File: config.mk
export PLATFORM = sky130hd
export DESIGN_NAME = ifcp_device_flat
export DESIGN_NICKNAME = d
export VERILOG_FILES = /design/src/hdl/ifcp_pkg.sv /design/src/hdl/ifcp_if.sv /design/src/hdl/ifcp_device.sv /design/src/flat_wrapper.sv
export SDC_FILE = /design/constraint.sdc
export NUM_CORES = 1
export LEC_CHECK = 0
export ABC_AREA = 1
export BUFFER_PORTS_ARGS = -buffer_cell sky130_fd_sc_hd__buf_4
export CAP_MARGIN = 20
export CORE_MARGIN = 5
export CORE_UTILIZATION = 44
export DETAILED_ROUTE_END_ITERATION = 16
export PLACE_DENSITY = 0.69
export RECOVER_POWER = 25
export SYNTH_ARGS = -nofsm -noshare
export SYNTH_HDL_FRONTEND = slang
export SYNTH_SLANG_ARGS = --single-unit
File: constraint.sdc
create_clock -name clock_i -period 6.5 [get_ports clock_i]
set_clock_uncertainty 0.1 [all_clocks]
set_input_delay 0.975 -clock clock_i [delete_from_list [all_inputs] [get_ports clock_i]]
set_output_delay 0.975 -clock clock_i [all_outputs]
set_load 0.01 [all_outputs]
File: src/hdl/ifcp_pkg.sv
// Purpose: shared constants for the IF processor control port
// Assumes: byte-wide register port, 250 MHz clock
// Notes:   offsets are byte addresses 0 to 7
package ifcp_pkg;
    // =========================================================
    // register offsets
    localparam logic [2:0] ADDR_DETECTOR   = 3'h0;
    localparam logic [2:0] ADDR_RELAY      = 3'h1;
    localparam logic [2:0] ADDR_LAMP_LOW   = 3'h2;
    localparam logic [2:0] ADDR_LAMP_HIGH  = 3'h3;
    localparam logic [2:0] ADDR_SYNTH_SEL  = 3'h4;
    localparam logic [2:0] ADDR_SYNTH_DATA = 3'h5;
    localparam logic [2:0] ADDR_SW_DIR     = 3'h6;
    localparam logic [2:0] ADDR_SW_VALUE   = 3'h7;
    // =========================================================
    // field positions
    localparam int BUSY_BIT       = 7;
    localparam int LOCK_LSB       = 4;
    localparam int DET_WIDTH      = 3;
    // =========================================================
    // lamp and relay bits, both box variants
    localparam logic [7:0] LAMP_LOW_TEST   = 8'h10;
    localparam logic [7:0] LAMP_LOW_NULL   = 8'h20;
    localparam logic [7:0] LAMP_HIGH_RX_A  = 8'h01;
    localparam logic [7:0] LAMP_HIGH_RX_B  = 8'h02;
    localparam logic [7:0] LAMP_HIGH_ARRAY = 8'h04;
    localparam logic [7:0] RELAY_OUTPUTS   = 8'h0F;
    localparam logic [7:0] RELAY_TEST_NULL = 8'h10;
    localparam logic [7:0] RELAY_CAL_PATH  = 8'h20;
    localparam logic [7:0] RELAY_RX_SELECT = 8'h40;
    localparam logic [7:0] SOURCE_TEST     = 8'h10;
    localparam logic [7:0] SOURCE_NULL     = 8'h20;
    // =========================================================
    // reset values
    localparam logic [7:0] RESET_BYTE      = 8'h00;
    // =========================================================
    // timing
    localparam int CLOCK_MHZ       = 250;
    localparam int EDGE_SPACING_US = 500;
    localparam int EDGE_CYCLES     = EDGE_SPACING_US * CLOCK_MHZ;
    localparam int BITS_PER_BYTE   = 8;
endpackage : ifcp_pkg

File: src/hdl/ifcp_if.sv
// Purpose: register port between host control card and I/O card
// Assumes: one clock shared by both ends
// Notes:   read data stands the cycle after the read strobe
`timescale 1ns/10ps
interface ifcp_if (
    input wire logic clock_i
);
    logic [2:0] addr;
    logic [7:0] wdata;
    logic       wr;
    logic       rd;
    logic [7:0] rdata;

    modport host (
        output addr,
        output wdata,
        output wr,
        output rd,
        input  rdata
    );
    modport device (
        input  addr,
        input  wdata,
        input  wr,
        input  rd,
        output rdata
    );
endinterface : ifcp_if

File: src/hdl/ifcp_device.sv
// Purpose: IF processor I/O card register bank and synthesizer shifter
// Assumes: 250 MHz clock, lock, contact and switch inputs asynchronous
// Notes:   switch lines are three-signal bidirectional pins
//
// Notes on behaviour
// - address 0 write latches detector bits 0-2
// - address 1 drives relays, reads contacts
// - addresses 2 and 3 set lamps, write-only
// - address 4 bits 0-3 select synthesizers
// - address 4 bits 4-7 read lock state
// - address 5 write sends byte, busy bit 7
// - address 6 sets switch line direction
// - address 7 writes and reads switch lines
// - serial edges spaced 500 us in hardware
// - MSB first, same data to all selected
// - host polls busy between bytes, then deselects
// - lamps one to four show lock state
// - lamp bit assignments per box variant
// - relay readback is contact position
// - host cycles each relay at startup
// - fine box relay bit meanings
// - fine box sources switch as group
// - coarse box relay bit meanings
// - coarse source code bit per channel
// - test 0x10, null 0x20 source codes
// - host restores source after null mode
//
// The strobed register port was decided locally.
`timescale 1ns/10ps
module ifcp_device (
    input  wire logic       clock_i,
    input  wire logic       rst_i,
    ifcp_if.device          link,
    input  wire logic [7:0] relay_contact_i,
    input  wire logic [3:0] synth_locked_i,
    input  wire logic [7:0] switch_in_i,
    output logic      [2:0] detector_o,
    output logic      [7:0] relay_drive_o,
    output logic     [15:0] lamp_o,
    output logic      [3:0] synth_pick_o,
    output logic            synth_clock_o,
    output logic            synth_data_o,
    output logic      [7:0] switch_out_o,
    output logic      [7:0] switch_oe_o
);
    localparam int CW = $clog2(ifcp_pkg::EDGE_CYCLES + 1);

    typedef struct packed {
        // register contents
        logic [2:0]    det;
        logic [7:0]    relay;
        logic [15:0]   lamp;
        logic [3:0]    sel;
        logic [7:0]    sw_dir;
        logic [7:0]    sw_val;
        // two-flop synchronisers, pin side first
        logic [7:0]    contact_m;
        logic [7:0]    contact;
        logic [3:0]    lock_m;
        logic [3:0]    lock;
        logic [7:0]    swin_m;
        logic [7:0]    swin;
        // shift engine
        logic          busy;
        logic [7:0]    shift;
        logic [3:0]    nbits;
        logic          sclk;
        logic [CW-1:0] cnt;
        // read data, one cycle after the strobe
        logic [7:0]    rdata;
    } ifcp_dev_t;

    ifcp_dev_t st;
    ifcp_dev_t next_st;

    // =========================================================
    // register access and shift engine
    always_comb begin
        next_st           = st;

        // =========================================================
        // pin synchronisers
        next_st.contact_m = relay_contact_i;
        next_st.contact   = st.contact_m;
        next_st.lock_m    = synth_locked_i;
        next_st.lock      = st.lock_m;
        next_st.swin_m    = switch_in_i;
        next_st.swin      = st.swin_m;
        next_st.lamp[3:0] = st.lock;

        // =========================================================
        // register writes
        if (link.wr) begin
            unique case (link.addr)
                ifcp_pkg::ADDR_DETECTOR: begin
                    next_st.det = link.wdata[ifcp_pkg::DET_WIDTH-1:0];
                end
                ifcp_pkg::ADDR_RELAY: begin
                    next_st.relay = link.wdata;
                end
                // lamp latches, low four lamps belong to lock
                ifcp_pkg::ADDR_LAMP_LOW: begin
                    next_st.lamp[7:4] = link.wdata[7:4];
                end
                ifcp_pkg::ADDR_LAMP_HIGH: begin
                    next_st.lamp[15:8] = link.wdata;
                end
                ifcp_pkg::ADDR_SYNTH_SEL: begin
                    next_st.sel = link.wdata[3:0];
                end
                // start engine, a byte while busy is dropped
                ifcp_pkg::ADDR_SYNTH_DATA: begin
                    if (!st.busy) begin
                        next_st.busy  = 1'b1;
                        next_st.shift = link.wdata;
                        next_st.nbits = 4'(ifcp_pkg::BITS_PER_BYTE);
                        next_st.sclk  = 1'b0;
                        next_st.cnt   = CW'(ifcp_pkg::EDGE_CYCLES);
                    end
                end
                ifcp_pkg::ADDR_SW_DIR: begin
                    next_st.sw_dir = link.wdata;
                end
                ifcp_pkg::ADDR_SW_VALUE: begin
                    next_st.sw_val = link.wdata;
                end
            endcase
        end

        // =========================================================
        // edge spacing timer
        if (st.busy) begin
            if (st.cnt > CW'(1)) begin
                next_st.cnt = st.cnt - CW'(1);
            end else begin
                next_st.cnt = CW'(ifcp_pkg::EDGE_CYCLES);
                if (!st.sclk) begin
                    next_st.sclk = 1'b1;
                end else begin
                    next_st.sclk  = 1'b0;
                    next_st.shift = {st.shift[6:0], 1'b0};
                    next_st.nbits = st.nbits - 4'h1;
                    if (st.nbits == 4'h1) begin
                        next_st.busy = 1'b0;
                    end
                end
            end
        end

        // =========================================================
        // register reads, zero when no read
        next_st.rdata = 8'h00;
        if (link.rd) begin
            unique case (link.addr)
                ifcp_pkg::ADDR_RELAY: begin
                    next_st.rdata = st.contact;
                end
                ifcp_pkg::ADDR_SYNTH_SEL: begin
                    next_st.rdata[ifcp_pkg::LOCK_LSB-1:0] = st.sel;
                    next_st.rdata[ifcp_pkg::LOCK_LSB +: 4] = st.lock;
                end
                ifcp_pkg::ADDR_SYNTH_DATA: begin
                    next_st.rdata[ifcp_pkg::BUSY_BIT] = st.busy;
                end
                ifcp_pkg::ADDR_SW_DIR: begin
                    next_st.rdata = st.sw_dir;
                end
                ifcp_pkg::ADDR_SW_VALUE: begin
                    next_st.rdata = st.swin;
                end
                default: begin
                    next_st.rdata = 8'h00;
                end
            endcase
        end
    end

    // =========================================================
    // state register
    // reset idle
    always_ff @(posedge clock_i or posedge rst_i) begin
        if (rst_i) begin
            st <= '0;
        end else begin
            st <= next_st;
        end
    end

    // =========================================================
    // outputs, all straight from state
    assign link.rdata    = st.rdata;
    assign detector_o    = st.det;
    assign relay_drive_o = st.relay;
    assign lamp_o        = st.lamp;
    assign synth_pick_o  = st.sel;
    assign synth_clock_o = st.sclk;
    // broadcast data, idles low once shifted out
    assign synth_data_o  = st.shift[7];
    assign switch_out_o  = st.sw_val;
    assign switch_oe_o   = st.sw_dir;
endmodule : ifcp_device

File: src/flat_wrapper.sv
// flat-port wrapper written by rule: the top's interface ports become plain ports
module ifcp_device_flat 
  (clock_i, rst_i, relay_contact_i, synth_locked_i, switch_in_i, detector_o, relay_drive_o, lamp_o, synth_pick_o, synth_clock_o, synth_data_o, switch_out_o, switch_oe_o, link_addr, link_wdata, link_wr, link_rd, link_rdata);
  ifcp_if link_i (.clock_i(clock_i));
  input  wire logic clock_i;
  input  wire logic rst_i;
  input  wire logic [7:0] relay_contact_i;
  input  wire logic [3:0] synth_locked_i;
  input  wire logic [7:0] switch_in_i;
  output logic      [2:0] detector_o;
  output logic      [7:0] relay_drive_o;
  output logic     [15:0] lamp_o;
  output logic      [3:0] synth_pick_o;
  output logic synth_clock_o;
  output logic synth_data_o;
  output logic      [7:0] switch_out_o;
  output logic      [7:0] switch_oe_o;
  input wire logic [$bits(link_i.addr)-1:0] link_addr;
  input wire logic [$bits(link_i.wdata)-1:0] link_wdata;
  input wire logic [$bits(link_i.wr)-1:0] link_wr;
  input wire logic [$bits(link_i.rd)-1:0] link_rd;
  output wire logic [$bits(link_i.rdata)-1:0] link_rdata;
  assign link_i.addr = link_addr;
  assign link_i.wdata = link_wdata;
  assign link_i.wr = link_wr;
  assign link_i.rd = link_rd;
  assign link_rdata = link_i.rdata;
  ifcp_device u_core (.clock_i(clock_i), .rst_i(rst_i), .link(link_i), .relay_contact_i(relay_contact_i), .synth_locked_i(synth_locked_i), .switch_in_i(switch_in_i), .detector_o(detector_o), .relay_drive_o(relay_drive_o), .lamp_o(lamp_o), .synth_pick_o(synth_pick_o), .synth_clock_o(synth_clock_o), .synth_data_o(synth_data_o), .switch_out_o(switch_out_o), .switch_oe_o(switch_oe_o));
endmodule
==> out/metrics.cfg, run 1 <==
[finish]
layout_common_cells=nand2_1, dfrtp_1, buf_4, inv_1, o21ai_0
nNetsFinal=634
nFillCells=1029
synthToLayoutAreaGrowth_pct=17.5
antenna_cells=0
layout-drive-gt1-share_pct=25.8
finalNonFillerCells=755
final_common_cell=nand2_1

[logic_synthesis]
synth_top_cell_by_area=dfrtp_1
synthTopCellsByArea=dfrtp_1, nand2_1, buf_4
syn-num-nets=591
synth.distinct_cells=31
syn_inst=552
yosysSeqAreaShare_pct=58.3
yosysTopAreaCellShare_pct=58.3
avgSynthCellArea_um2=9.80
syn-cell-area_mm2=0.00541
ys_warn_count=0
ys_seq_elements=126

[floorplanning]
coreArea_mm2=0.0120
chipWidth_um=121
num_io_pins=92
die-area_mm2=0.0146
rows=40
start_util_pct=45.0
die_y_um=121

[clock_tree]
cts_tree=yes
clockRootBuffer=clkbuf_16
h-tree-depth=4
post_cts_resize_count=0
cts_sinks=126
cts_buffers=17
postCtsSetupBuffers=0
holdBufCountCts=0
clk_latency_ns=0.41
clk_pin_slew_worst_paths_ns=0.06
clockBufferDepth=2

[global_routing]
grtUsageMet2_pct=26.4
globalRouteOverflowTotal=0
top_usage_layer=met2
grt_usage_pct=16.6
grt_max_degree=69
antenna_found_initial=0
grtUsageMet1_pct=21.4
grt_first_pass_wirelength_mm=19.0
use_met3_pct=4.71
first_global_vias=3846

[sta]
relSlewSlack_pct=-88.1
fmax_mhz=315
rsz0062_at_grt=no
tns_ns=0
worstMarginPinSlew_ns=2.81
min_period_over_period_pct=48.8
maxSlewViolCount=69
period_minus_slack_ns=3.18
setup_viol=0
hold_viol_final=0

[worst_setup_path]
crit_type=input pin to asynchronous set/reset pin
cp-start-kind=input pin
crit_arrival_ns=3.53
crit_fanout=68
end_kind=asynchronous set/reset pin
critical_path_required_ns=6.86

[drt]
drc=0
drtPass1Iterations=5
antenna_left=0
totalWireLength_mm=11.5
drt_iter0_markers=337
vias=3794
drt-vias-per-instance=5.03
wl_per_cell_um=15.2

[placed_design]
io_buffers=91
gp_congestion=0.814
dp_hpwl_mm=7.84
dp_cells=723

[pwr]
total_power_w=0.00201
power.density_mw_per_mm2=316
p_leak_nw=3.14
peakVddDrop_uv=167

[status]
status=finished, violations left
violations=capacitance limit, slew limit

[job]
maxCapViolCount=1

[worst_hold_path]
worstHoldPathType=flip-flop to flip-flop

[worst max-delay path, stage by stage]
cell        delay, ns
clkbuf_4         0.11
clkinvlp_2       1.58
buf_4            0.82
[layout make-up]
class	count	area, um2	area share (%)
tap	147	184	2.89
multi-input combinational	311	1590	24.9
sequential	126	3150	49.6
timing repair buffer	92	691	10.9
clock inverter	13	133	2.09
inverter	47	178	2.80
clock buffer	19	433	6.81
[power by group]
part	leakage, nW	switching [W]	internal [W]
Sequential	1.51	0.0000412	0.000852
Combinational	1.37	0.000112	0.000103
Clock	0.264	0.000367	0.000535
[per-stage QoR]
| stage | setup WS [ns] | area, um2 | utilization, % | hold WS [ns] |
|---|---|---|---|---|
| 2_1_floorplan | 2.07 | 5410 | - | 0.231 |
| 5_1_grt | 2.70 | 6360 | 52.9 | 0.252 |
| 4_1_cts | 4.21 | 6360 | 52.9 | 0.248 |
| 6_report | 3.32 | 6360 | 52.9 | 0.247 |
| 3_3_place_gp | 3.88 | 5790 | 48.2 | 0.232 |
| 3_5_place_dp | 3.78 | 5790 | 48.2 | 0.235 |
[sequential cells by signal, indices dropped and copies added, names as in the netlist]
name,cells
u_core.relay_drive_o,8
u_core.detector_o,3
u_core.synth_data_o,1
u_core.next_st,24
u_core.switch_out_o,8
u_core.switch_oe_o,8
u_core.st,45
u_core.lamp_o,16
u_core.synth_pick_o,4
u_core.link.rdata,8
u_core.synth_clock_o,1
[kinds of logic after synthesis]
| logic type | share of synthesized area, % |
|---|---|
| flip-flops | 58.3 |
| AO/OA/AOI/OAI | 9.07 |
| adder cells (fa/ha/maj) | 0.926 |
| buffers and inverters | 12.4 |
| XOR/XNOR | 1.62 |
| AND/OR/NAND/NOR | 17.7 |
[worst paths after layout]
check / end / from / slack (ns) / cells past startpoint
worst max-delay path: u_core.relay_drive_o[3]$_DFFE_PP0P_ / rst_i / 3.32 / 3
worst min-delay path: u_core.st[67]$_DFF_PP0_ / u_core.next_st[67]$_DFF_PP0_ / 0.25 / 0
worst max register to register: u_core.st[26]$_DFF_PP0_ / u_core.st[38]$_DFF_PP0_ / 4.43 / 8
worst min register to register: u_core.st[67]$_DFF_PP0_ / u_core.next_st[67]$_DFF_PP0_ / 0.25 / 0
max in group clock_i: u_core.st[26]$_DFF_PP0_ / link_addr[1] / 4.19 / 9
min in group asynchronous: u_core.next_st[68]$_DFF_PP0_ / rst_i / 1.27 / 2
[metal layers]
metal | vias up | part of all wire, %
li1 | 1815 | -
met1 | 1826 | 43
met2 | 129 | 47
met3 | 24 | 7.3
met4 | 0 | 1.9
met5 | - | 0
[cells in the mapped netlist, drive strengths merged]
master and instances:
a41oi 7, xnor2 1, ha 4, o21ai 70, dfrtp 126, nand4 6, inv 47, nor2 32
nand3b 1, buf 66, nor3 2, nand3 29, o22ai 6, xor2 9, clkbuf 2, or2 3
nand2 139, a21oi 1, a31oi 1
Power figures use the tool's default switching activity.
==> run 2: changes to the inputs <==
==> constraint.sdc (replaced) <==
create_clock -name clock_i -period 3.1 [get_ports clock_i]
set_clock_uncertainty 0.1 [all_clocks]
set_input_delay 0.465 -clock clock_i [delete_from_list [all_inputs] [get_ports clock_i]]
set_output_delay 0.465 -clock clock_i [all_outputs]
set_load 0.01 [all_outputs]
==> run 2 against run 1 <==
Net effect: combinational power rose by 110%; critical path type is now input pin to flip-flop; first-iteration DRC count increased by 1.8%; worst hold slack worse by 0.16 ns; total power is 120% higher; clock power up 130%; the run now ends clean; global-route usage up 0.64 points; non-clock buffer count is 3 higher; core utilization is 0.66 points higher.
==> out/metrics.cfg, run 2 (synthesized netlist as in run 1, its figures left out) <==
[sta]
worstMarginPinSlew_ns=1.01  ; was 2.81 ns
maxSlewViolCount=0  ; was 69
fmax_mhz=440
rsz0062_at_grt=no  ; unchanged
relSlewSlack_pct=32.6  ; was -88.1%
min_period_over_period_pct=73.3
hold_viol_final=0  ; unchanged
period_minus_slack_ns=2.27
setup_viol=0  ; unchanged
tns_ns=0  ; unchanged
finalWorstSetupSlack_ns=0.827  ; was 3.32 ns

[job]
maxCapViolCount=0  ; was 1

[global_routing]
grt_max_degree=61  ; was 69
grt_first_pass_wirelength_mm=19.6  ; was 19.0 mm
grt_usage_pct=17.2  ; was 16.6%
first_global_vias=3863  ; was 3,846
antenna_found_initial=0  ; unchanged
globalRouteOverflowTotal=0  ; unchanged

[worst_setup_path]
ff2ff_setup_slack_ns=0.98  ; was 4.43 ns
critical_path_required_ns=3.29  ; was 6.86 ns
timing.critical_path.buf_inv=2  ; was 3
crit_top_cell=nand2_1
crit_fanout=21  ; was 68
path_cells=clkbuf_1, nand4_1, inv_1, nor2_1, nand3_1, nand2_1, nand2_1, nand2_1  ; was clkbuf_4, clkinvlp_2, buf_4
reg2reg_from=u_core.st[38]$_DFF_PP0_  ; unchanged
crit_type=input pin to flip-flop  ; was input pin to asynchronous set/reset pin
slowest_stage=nand4_1  ; was clkinvlp_2
reg2reg_depth=8  ; unchanged
cp-start-kind=input pin  ; unchanged
crit_arrival_ns=2.47  ; was 3.53 ns
end_kind=flip-flop  ; was asynchronous set/reset pin
r2r-end=u_core.st[26]$_DFF_PP0_  ; unchanged
cp_slowest_stage_delay_ns=0.79  ; was 1.58 ns
critPathTopFamily=simple AND/OR/NAND/NOR gates  ; was buffers and inverters

[placed_design]
io_buffers=91  ; unchanged
dp_hpwl_mm=8.15  ; was 7.84 mm
dp_cells=725  ; was 723
dpl_cell_area_mm2=0.00582  ; was 0.00579 mm2
dp_slack_ns=0.905  ; was 3.78 ns
gp_congestion=0.811  ; was 0.814

[floorplanning]
num_io_pins=92  ; unchanged
start_util_pct=45.0  ; unchanged
die_y_um=121  ; unchanged
chipWidth_um=121  ; unchanged
rows=40  ; unchanged
die-area_mm2=0.0146  ; unchanged
coreArea_mm2=0.0120  ; unchanged

[finish]
antenna_cells=0  ; unchanged
nFillCells=1021  ; was 1,029
regMostFlops=u_core.st  ; unchanged
layout-drive-gt1-share_pct=25.9  ; was 25.8%
nNetsFinal=637  ; was 634
final_common_cell=nand2_1  ; unchanged
seqCellArea_mm2=0.00315  ; unchanged
stdcell_area_mm2=0.00643  ; was 0.00636 mm2
largest_register_ffs=45  ; unchanged
synthToLayoutAreaGrowth_pct=19.0  ; was 17.5%
layout_common_cells=nand2_1, dfrtp_1, buf_4, o21ai_0, inv_1  ; was nand2_1, dfrtp_1, buf_4, inv_1, o21ai_0
finalNonFillerCells=758  ; was 755
multi_input_area_mm2=0.00158  ; was 0.00159 mm2

[clock_tree]
clk_latency_ns=0.41  ; about the same
clockRootBuffer=clkbuf_16  ; unchanged
postCtsSetupBuffers=0  ; unchanged
cts_sinks=126  ; unchanged
clk_pin_slew_worst_paths_ns=0.06  ; about the same
cts_buffers=17  ; unchanged
clockBufferDepth=2  ; unchanged
h-tree-depth=4  ; unchanged
cts_tree=yes  ; unchanged

[drt]
drc=0  ; unchanged
totalWireLength_mm=11.6  ; was 11.5 mm
antenna_left=0  ; unchanged
drtPass1Iterations=5  ; unchanged
vias=3805  ; was 3,794
drt_iter0_markers=343  ; was 337
wl_per_cell_um=15.3  ; was 15.2 um
drt-vias-per-instance=5.02  ; was 5.03

[status]
status=complete, no violations  ; was finished, violations left

[worst_hold_path]
hold_end=u_core.next_st[55]$_DFF_PP0_  ; was u_core.st[67]$_DFF_PP0_
min_from=synth_locked_i[0]  ; was u_core.next_st[67]$_DFF_PP0_
worstHoldPathType=input pin to flip-flop  ; was flip-flop to flip-flop
hold_depth=1  ; was 0

[pwr]
peakVddDrop_uv=317  ; was 167 uV
p_leak_nw=3.19  ; was 3.14 nW
power.density_mw_per_mm2=678  ; was 316 mW/mm2

-- run 2: cell type report --
class,count,share of cell area (%)
Clock buffer,20,7.10
Sequential cell,126,49.0
Timing Repair Buffer,95,11.3
Multi-Input combinational cell,311,24.6
Tap cell,147,2.86
Clock inverter,12,2.47
Inverter,47,2.76
-- run 2: worst max-delay path by stage --
stage / start / slack, ns / depth (start not counted) / to
global placement: link_addr[1] / 1.02 / 9 / u_core.st[26]$_DFF_PP0_
CTS: u_core.st[38]$_DFF_PP0_ / 1.0 / 8 / u_core.st[26]$_DFF_PP0_
global route: link_addr[2] / 0.55 / 8 / u_core.st[26]$_DFF_PP0_
finish: link_addr[2] / 0.83 / 8 / u_core.st[26]$_DFF_PP0_
floorplan: rst_i / 0.98 / 1 / u_core.detector_o[0]$_DFFE_PP0P_
detailed placement: link_addr[1] / 0.90 / 9 / u_core.st[26]$_DFF_PP0_
-- run 2: repair_timing --
item	in CTS	in global routing
resized for setup	0	0
endpoints found under the hold margin	1	0
hold buffers	1	0
-- run 2: layer usage --
metal	up-vias	share of wire, %	global-route usage (%)
li1	1821	-	-
met1	1832	44	22.6
met2	137	48	27.2
met3	15	6.3	4.43
met4	0	1.2	7.01
met5	-	0	0
-- run 2: power breakdown --
part	total [W]	switching [W]	internal [W]
sequential	0.00188	0.0000884	0.00179
combinational	0.000458	0.000238	0.000220
clock	0.00203	0.000719	0.00131
total	0.00436	0.00105	0.00332
-- run 2: per-stage QoR --
stage,util [%],total power (W),hold slack [ns]
floorplan,-,0.00223,0.231
global placement,48.5,0.00235,0.232
detailed placement,48.5,0.00237,0.235
CTS,53.7,0.00442,0.0429
global route,53.6,0.00455,0.0600
finish,53.6,0.00436,0.0829
